[src/include/pcm_pkg.sv]
package pcm_pkg;
  // ----------------------------------------------------------------
  // Timing
  // ----------------------------------------------------------------
  localparam int CLK_PERIOD_NS   = 5;        // core_clk at 200 MHz
  localparam int RESET_TIME_NS   = 50000;    // least internal reset cycle
  localparam int MASK_TIME_NS    = 100000;   // full-phase mask timer after voltage_code or deep-sleep change
  // Least time rounds up, longest time rounds down
  localparam int RESET_CYCLES    = (RESET_TIME_NS + CLK_PERIOD_NS - 1) / CLK_PERIOD_NS;
  localparam int MASK_CYCLES     = MASK_TIME_NS / CLK_PERIOD_NS;
  localparam int MASTER_DIV      = 200;      // core_clk cycles per master clock tick
  localparam int DETECT_TICKS    = 3;        // master ticks spent detecting

  // ----------------------------------------------------------------
  // Widths and encodings
  // ----------------------------------------------------------------
  localparam int CODE_W          = 7;        // voltage_code width
  localparam int PHASES          = 3;
  localparam logic [1:0] CNT_ONE   = 2'h1;
  localparam logic [1:0] CNT_TWO   = 2'h2;
  localparam logic [1:0] CNT_THREE = 2'h3;

  typedef enum logic [1:0] {
    ST_RESET  = 2'b00,   // internal reset cycle, outputs held low
    ST_DETECT = 2'b01,   // pull-down on, sensing phase pins
    ST_RUN    = 2'b10    // normal switching
  } pcm_state_t;
endpackage : pcm_pkg

[src/include/pcm_gen_if.sv]
`timescale 1ns/1ps
`default_nettype none
interface pcm_gen_if;
  logic       master_tick;     // one-cycle master clock pulse
  logic       run;             // switching allowed
  logic       ripple;          // single-phase ripple mode
  logic [1:0] phase_count;     // latched phases in use
  logic [2:0] pwm_ramp_hit;    // per-phase PWM ramp reached compensation
  logic       comp_upper_hit;  // compensation reached upper limit
  logic       ripple_ramp_hit; // ripple ramp reached compensation
  logic [2:0] pwm;             // registered phase outputs
  logic       ramp_run;        // ripple ramp running

  modport ctl (output master_tick, run, ripple, phase_count, pwm_ramp_hit,
               comp_upper_hit, ripple_ramp_hit, input pwm, ramp_run);
  modport gen (input master_tick, run, ripple, phase_count, pwm_ramp_hit,
               comp_upper_hit, ripple_ramp_hit, output pwm, ramp_run);
endinterface : pcm_gen_if
`default_nettype wire

[src/hdl/pcm_phase_gen.sv]
`timescale 1ns/1ps
`default_nettype none
module pcm_phase_gen
  import pcm_pkg::*;
(
  input  wire logic core_clk,
  input  wire logic srst,
  pcm_gen_if.gen    gif
);

  logic [1:0] slot;
  logic [1:0] next_slot;
  logic [2:0] pwm;
  logic [2:0] next_pwm;
  logic       ramp_run;
  logic       next_ramp_run;

  // ----------------------------------------------------------------
  // Phase set and clear
  // ----------------------------------------------------------------
  always_comb begin
    next_slot     = slot;
    next_pwm      = pwm;
    next_ramp_run = 1'b0;
    if (!gif.run) begin
      next_slot = 2'h0;
      next_pwm  = 3'h0;
    end else if (gif.ripple) begin
      next_pwm[0]   = pwm[0] ? !gif.ripple_ramp_hit : gif.comp_upper_hit;
      next_pwm[2:1] = 2'h0;
      next_ramp_run = next_pwm[0];
      next_slot     = 2'h0;
    end else begin
      // rotate slot over phases in use
      if (gif.master_tick) begin
        next_slot = (slot + 2'h1 >= gif.phase_count) ? 2'h0 : slot + 2'h1;
      end
      for (int i = 0; i < PHASES; i++) begin
        if (gif.master_tick && slot == 2'(i) && 2'(i) < gif.phase_count) begin
          next_pwm[i] = 1'b1;
        end else if (gif.pwm_ramp_hit[i] || 2'(i) >= gif.phase_count) begin
          next_pwm[i] = 1'b0;
        end
      end
    end
  end

  // Registers
  always_ff @(posedge core_clk) begin
    if (srst) begin
      slot     <= 2'h0;
      pwm      <= 3'h0;
      ramp_run <= 1'b0;
    end else begin
      slot     <= next_slot;
      pwm      <= next_pwm;
      ramp_run <= next_ramp_run;
    end
  end

  assign gif.pwm      = pwm;
  assign gif.ramp_run = ramp_run;

endmodule : pcm_phase_gen
`default_nettype wire

[src/hdl/pcm_top.sv]
`timescale 1ns/1ps
`default_nettype none
module pcm_top
  import pcm_pkg::*;
#(
  parameter int RESET_CNT  = RESET_CYCLES,
  parameter int MASK_CNT   = MASK_CYCLES,
  parameter int MASTER_CNT = MASTER_DIV
) (
  input  wire logic              core_clk,
  input  wire logic              srst,
  input  wire logic              power_state_in,
  input  wire logic              deep_sleep_in,
  input  wire logic [CODE_W-1:0] voltage_code,
  input  wire logic              current_limit_in,
  input  wire logic [2:0]        pwm_ramp_hit,
  input  wire logic              comp_upper_hit,
  input  wire logic              ripple_ramp_hit,
  input  wire logic              phase_two_in,
  input  wire logic              phase_three_in,
  output logic                   phase_one_out,
  output logic                   phase_two_out,
  output logic                   phase_two_oe_n,
  output logic                   phase_three_out,
  output logic                   phase_three_oe_n,
  output logic                   pull_down_en,
  output logic                   ramp_run,
  output logic                   ripple_mode,
  output logic                   discontinuous_mode_out,
  output logic                   full_phase,
  output logic [1:0]             phase_count
);

  localparam int RW = $clog2(RESET_CNT + 1);
  localparam int MW = $clog2(MASK_CNT + 1);
  localparam int DW = $clog2(MASTER_CNT);

  pcm_state_t        state;
  pcm_state_t        next_state;
  logic [RW-1:0]     rst_cnt;
  logic [RW-1:0]     next_rst_cnt;
  logic [1:0]        det_ticks;
  logic [1:0]        next_det_ticks;
  logic [1:0]        next_phase_count;
  logic              next_pull_down_en;
  logic              next_phase_two_oe_n;
  logic              next_phase_three_oe_n;
  logic [DW-1:0]     div_cnt;
  logic [DW-1:0]     next_div_cnt;
  logic              master_tick;
  logic [MW-1:0]     mask_cnt;
  logic [MW-1:0]     next_mask_cnt;
  logic [CODE_W-1:0] code_q;
  logic              sleep_q;
  logic              next_full_phase;
  logic              next_ripple_mode;
  logic              next_dcm;

  pcm_gen_if gif ();

  // ----------------------------------------------------------------
  // Master clock divider
  // ----------------------------------------------------------------
  always_comb begin
    master_tick  = (div_cnt == DW'(MASTER_CNT - 1));
    next_div_cnt = master_tick ? '0 : div_cnt + DW'(1);
  end

  always_ff @(posedge core_clk) begin
    if (srst) begin
      div_cnt <= '0;
    end else begin
      div_cnt <= next_div_cnt;
    end
  end

  // ----------------------------------------------------------------
  // Reset cycle and phase detection
  // ----------------------------------------------------------------
  always_comb begin
    next_state            = state;
    next_rst_cnt          = rst_cnt;
    next_det_ticks        = det_ticks;
    next_phase_count      = phase_count;
    next_pull_down_en     = 1'b0;
    next_phase_two_oe_n   = phase_two_oe_n;
    next_phase_three_oe_n = phase_three_oe_n;
    case (state)
      ST_RESET: begin
        next_rst_cnt = rst_cnt + RW'(1);
        if (rst_cnt == RW'(RESET_CNT - 1)) begin
          next_state            = ST_DETECT;
          next_det_ticks        = 2'h0;
          next_pull_down_en     = 1'b1;
          next_phase_two_oe_n   = 1'b1;
          next_phase_three_oe_n = 1'b1;
        end
      end
      ST_DETECT: begin
        next_pull_down_en = 1'b1;
        if (master_tick) begin
          next_det_ticks = det_ticks + 2'h1;
          if (det_ticks == 2'(DETECT_TICKS - 1)) begin
            next_state        = ST_RUN;
            next_pull_down_en = 1'b0;
            if (phase_two_in) begin
              next_phase_count = CNT_ONE;
            end else if (phase_three_in) begin
              next_phase_count = CNT_TWO;
            end else begin
              next_phase_count = CNT_THREE;
            end
            next_phase_two_oe_n   = phase_two_in;
            next_phase_three_oe_n = phase_two_in | phase_three_in;
          end
        end
      end
      ST_RUN: begin
        next_state = ST_RUN;
      end
      default: begin
        next_state = ST_RESET;
      end
    endcase
  end

  always_ff @(posedge core_clk) begin
    if (srst) begin
      state            <= ST_RESET;
      rst_cnt          <= '0;
      det_ticks        <= 2'h0;
      phase_count      <= CNT_THREE;
      pull_down_en     <= 1'b0;
      phase_two_oe_n   <= 1'b0;
      phase_three_oe_n <= 1'b0;
    end else begin
      state            <= next_state;
      rst_cnt          <= next_rst_cnt;
      det_ticks        <= next_det_ticks;
      phase_count      <= next_phase_count;
      pull_down_en     <= next_pull_down_en;
      phase_two_oe_n   <= next_phase_two_oe_n;
      phase_three_oe_n <= next_phase_three_oe_n;
    end
  end

  // ----------------------------------------------------------------
  // Transient timer and mode select
  // ----------------------------------------------------------------
  always_comb begin
    next_mask_cnt = (mask_cnt != '0) ? mask_cnt - MW'(1) : '0;
    if (voltage_code != code_q || deep_sleep_in != sleep_q) begin
      next_mask_cnt = MW'(MASK_CNT);
    end
    next_full_phase  = (next_mask_cnt != '0) || current_limit_in ||
                       (power_state_in && !deep_sleep_in);
    next_ripple_mode = !next_full_phase;
    next_dcm         = !next_full_phase && deep_sleep_in;
  end

  always_ff @(posedge core_clk) begin
    if (srst) begin
      mask_cnt               <= '0;
      code_q                 <= '0;
      sleep_q                <= 1'b0;
      full_phase             <= 1'b1;
      ripple_mode            <= 1'b0;
      discontinuous_mode_out <= 1'b0;
    end else begin
      mask_cnt               <= next_mask_cnt;
      code_q                 <= voltage_code;
      sleep_q                <= deep_sleep_in;
      full_phase             <= next_full_phase;
      ripple_mode            <= next_ripple_mode;
      discontinuous_mode_out <= next_dcm;
    end
  end

  // ----------------------------------------------------------------
  // Phase generator
  // ----------------------------------------------------------------
  assign gif.master_tick     = master_tick;
  assign gif.run             = (state == ST_RUN);
  assign gif.ripple          = ripple_mode;
  assign gif.phase_count     = phase_count;
  assign gif.pwm_ramp_hit    = pwm_ramp_hit;
  assign gif.comp_upper_hit  = comp_upper_hit;
  assign gif.ripple_ramp_hit = ripple_ramp_hit;

  pcm_phase_gen u_gen (
    .core_clk (core_clk),
    .srst     (srst),
    .gif      (gif)
  );

  // Outputs straight from generator flops
  assign phase_one_out   = gif.pwm[0];
  assign phase_two_out   = gif.pwm[1];
  assign phase_three_out = gif.pwm[2];
  assign ramp_run        = gif.ramp_run;

  // ----------------------------------------------------------------
  // Checks
  // ----------------------------------------------------------------
  localparam int DET_MAX = 3 * MASTER_CNT + 2;
endmodule : pcm_top
`default_nettype wire

[config.mk]
export PLATFORM = sky130hd
export DESIGN_NAME = pcm_top
export DESIGN_NICKNAME = d
export VERILOG_FILES = /design/src/include/pcm_pkg.sv /design/src/include/pcm_gen_if.sv /design/src/hdl/pcm_phase_gen.sv /design/src/hdl/pcm_top.sv
export SDC_FILE = /design/constraint.sdc
export NUM_CORES = 1
export LEC_CHECK = 0
export BUFFER_PORTS_ARGS = -buffer_cell sky130_fd_sc_hd__buf_4
export CORE_UTILIZATION = 43
export CTS_BUF_LIST = sky130_fd_sc_hd__clkbuf_8 sky130_fd_sc_hd__clkbuf_16
export CTS_CLUSTER_SIZE = 25
export DETAILED_ROUTE_END_ITERATION = 16
export SLEW_MARGIN = 20
export SYNTH_ARGS = -nofsm -noshare
export SYNTH_HDL_FRONTEND = slang
export SYNTH_SLANG_ARGS = --single-unit
[constraint.sdc]
create_clock -name core_clk -period 3.5 [get_ports core_clk]
set_clock_uncertainty 0.1 [all_clocks]
set_input_delay 0.525 -clock core_clk [delete_from_list [all_inputs] [get_ports core_clk]]
set_output_delay 0.525 -clock core_clk [all_outputs]
set_load 0.01 [all_outputs]
==> out/metrics.yaml <==
hp-class: "in2reg"
synth_xor_area_frac: 0.112
crit_required_ns: 3.63
power_density_nw_per_um2: 515
worstHoldEndpoint: "ripple_mode$_SDFF_PP0_"
cts_htree_levels: 3
tritoncts: "yes"
regToRegStartpoint: "mask_cnt[0]$_SDFF_PP0_"
r2r-end: "full_phase$_SDFF_PP1_"
top_layer: "met4"
path_buf_inv: 1
synth_top_cells_by_count: "63 x dfxtp_1, 54 x nor2_1, 23 x xor2_1, 18 x a21oi_1"
cts.sinks: 63
start_kind: "flop"
syn2layout_area_growth_pct: 18.7
cts_root_buffer: "clkbuf_8"
cts_buffer_depth: 2
syn_area_um2: 2900
synth_edf_count: 0
gp_congestion: 0.828
netlist.area_leader.share: 0.435
grt_pass1_vias: 2175
dieArea_um2: 7080
synth_cell_types: 48
dp_slack_ns: 1.01
violations: "DRC"
gr-total-overflow: 0
fin_tns_setup_ns: 0
synth_area_leaders: "dfxtp_1 43%, nor2_1 7.0%, xor2_1 6.9%, ha_1 6.0%, xnor2_1 4.2%"
critPathArrivalTime_ns: 2.63
synth_top_family_by_area: "simple AND/OR/NAND/NOR gates"
via_per_inst: 5.08
yosysSeqAreaShare: 0.435
die_w_um: 84.1
ys_warn_count: 0
rsz0062_at_grt: "false"
reg2reg_slack_ns: 1.0
worst_slack_ns: 0.998
grt_usage: 0.170
fmax_mhz: 400
synth_top_area_cell: "dfxtp_1"
slew_violations: 0
finalWirelength_um: 5400
synth_compound_area_frac: 0.0750
setup_violations: 0
p_leak_nw: 1.37
cts_buffers: 9
grt_max_degree: 45
start_util: 0.452
yosysMostFrequentCell: "dfxtp_1"
maxSlewHeadroom: 0.622
met3_length_um: 251
clkTransAtPathRegs_ns: 0.07
die_h_um: 84.1
drt-met1-wl_um: 2650
ys_ff_latch: 63
end_kind: "flop"
syn_nets: 354
vdd_ir_drop_max_mv: 0.278
synthAdderAreaFrac: 0.0604
synthMuxAreaShare: 0.0172
hold_viol_final: 0
grt_pass1_wl_um: 9470
crit_chain: "inv_1 > ha_1 > nor3b_2 > and2_1 > xor2_1 > nor4_2 > nand4bb_1 > a221o_1"
fin_crit_sh: 0.715
wl_per_cell_um: 12.4
fin_nets: 388
outcome: "complete, but fails checks"
grt_antenna_before_repair: 0
crit_family: "simple AND/OR/NAND/NOR gates"
cap_viol_max_count: 0
wl_met2_um: 2460
worstSetupPathType: "reg2reg"
cts_resized: 0
min_from: "power_state_in"
post_cts_buffers: 0
crit_path_max_fanout: 8
diodes: 0
min_path_cells: 2
worstMarginPinSlew_ns: 0.562
syn_avg_cell_area_um2: 9.04
cp_slowest_cell: "nor3b_2"
ios: 31
reg2regPathDepth: 8
dp_hpwl_um: 3770
slowest_delay_ns: 0.48
core_region_area_um2: 6420
clk_latency_ns: 0.34
synth_cells: 321
dr_total_vias: 2219
fin_crit_ns: 2.50
drt-initial-drc-count: 83
port_buffers: 30
drc: 8
rows: 29
firstDrtPassIters: 10
final_layout_size_suffix_gt1_frac: 0.158
postCtsHoldBufs: 0
synth_simple_gate_area_share: 0.271
ys_async_sr_fraction: 0
synth_ff_type: "dfxtp_1"
ant_nets: 0
[area by class of cell]
type,instances,area (um^2)
fillers,601,2980
multi-input cells,235,1550
flip-flops and latches,63,1260
repair buffers,31,233
clock buffers,10,138
clock inverters,6,108
well taps,77,96.3
inverters,15,56.3
[routing by layer]
metal	global-route usage	up-vias
met3	0.0590	6
met4	0.0658	0
li1	-	1166
met1	0.208	1003
met2	0.274	44
met5	0	-
[flip-flops by register name (all words and copies together), names as in the netlist]
signal                  cells
u_gen.gif.ramp_run          1
div_cnt                     8
mask_cnt                   15
pull_down_en                1
code_q                      7
ripple_mode                 1
state                       2
phase_three_oe_n            1
discontinuous_mode_out      1
rst_cnt                    14
u_gen.slot                  2
det_ticks                   2
phase_count                 2
full_phase                  1
u_gen.gif.pwm               3
phase_two_oe_n              1
sleep_q                     1
[stage by stage]
| stage | power [W] | area [um^2] | std cells | util | hold WS, ns |
|---|---|---|---|---|---|
| final | 0.00177 | 3440 | 437 | 0.536 | 0.284 |
| after global routing | 0.00186 | 3440 | 437 | 0.536 | 0.288 |
| after detailed placement | 0.00102 | 3200 | 421 | 0.498 | 0.332 |
| after CTS | 0.00180 | 3440 | 437 | 0.536 | 0.266 |
| after floorplan | 0.000948 | 2900 | 321 | - | 0.313 |
| after global placement | 0.00101 | 3200 | 421 | 0.498 | 0.326 |
[worst max path at each step]
stage	start	to	slack, ns	cells after the start
detailed placement	mask_cnt[0]$_SDFF_PP0_	full_phase$_SDFF_PP1_	1.01	8
finish	mask_cnt[0]$_SDFF_PP0_	full_phase$_SDFF_PP1_	1.0	8
CTS	mask_cnt[0]$_SDFF_PP0_	full_phase$_SDFF_PP1_	1.01	8
floorplan	mask_cnt[0]$_SDFF_PP0_	full_phase$_SDFF_PP1_	1.27	8
global placement	mask_cnt[0]$_SDFF_PP0_	full_phase$_SDFF_PP1_	1.08	8
global route	mask_cnt[0]$_SDFF_PP0_	full_phase$_SDFF_PP1_	0.82	8
[power breakdown]
part	switching [W]	total, W	internal [W]
clock network	0.000283	0.000773	0.000490
registers	0.0000299	0.000786	0.000757
logic	0.000113	0.000213	0.000101
total	0.000426	0.00177	0.00135
[cells in the final DEF, fill, tap and decap left out, types with 3 or more instances in the layout]
master      n
nor2_1     54
nor4_2      4
inv_1      15
nor3_1      7
nand2_1    15
dfxtp_1    63
nor2b_1    10
ha_1       14
nand3_1     9
o21ai_0     3
nand2b_1    5
mux2i_1     5
nand4b_1    3
nand4_1     8
xor2_1     23
clkbuf_8   10
bufinv_16   3
xnor2_1    14
and3_1      4
a21oi_1    18
nor4_1      6
buf_4      31
[cell families (layout without fill, tap and decap cells)]
group | after synthesis | count (layout)
AO/OA/AOI/OAI | 35 | 35
XOR/XNOR | 37 | 37
adder cells (fa/ha/maj) | 14 | 14
buffers and inverters | 23 | 62
flip-flops | 63 | 63
multiplexers | 5 | 5
AND/OR/NAND/NOR | 144 | 144
No activity file was read; power rests on OpenSTA's default activity.
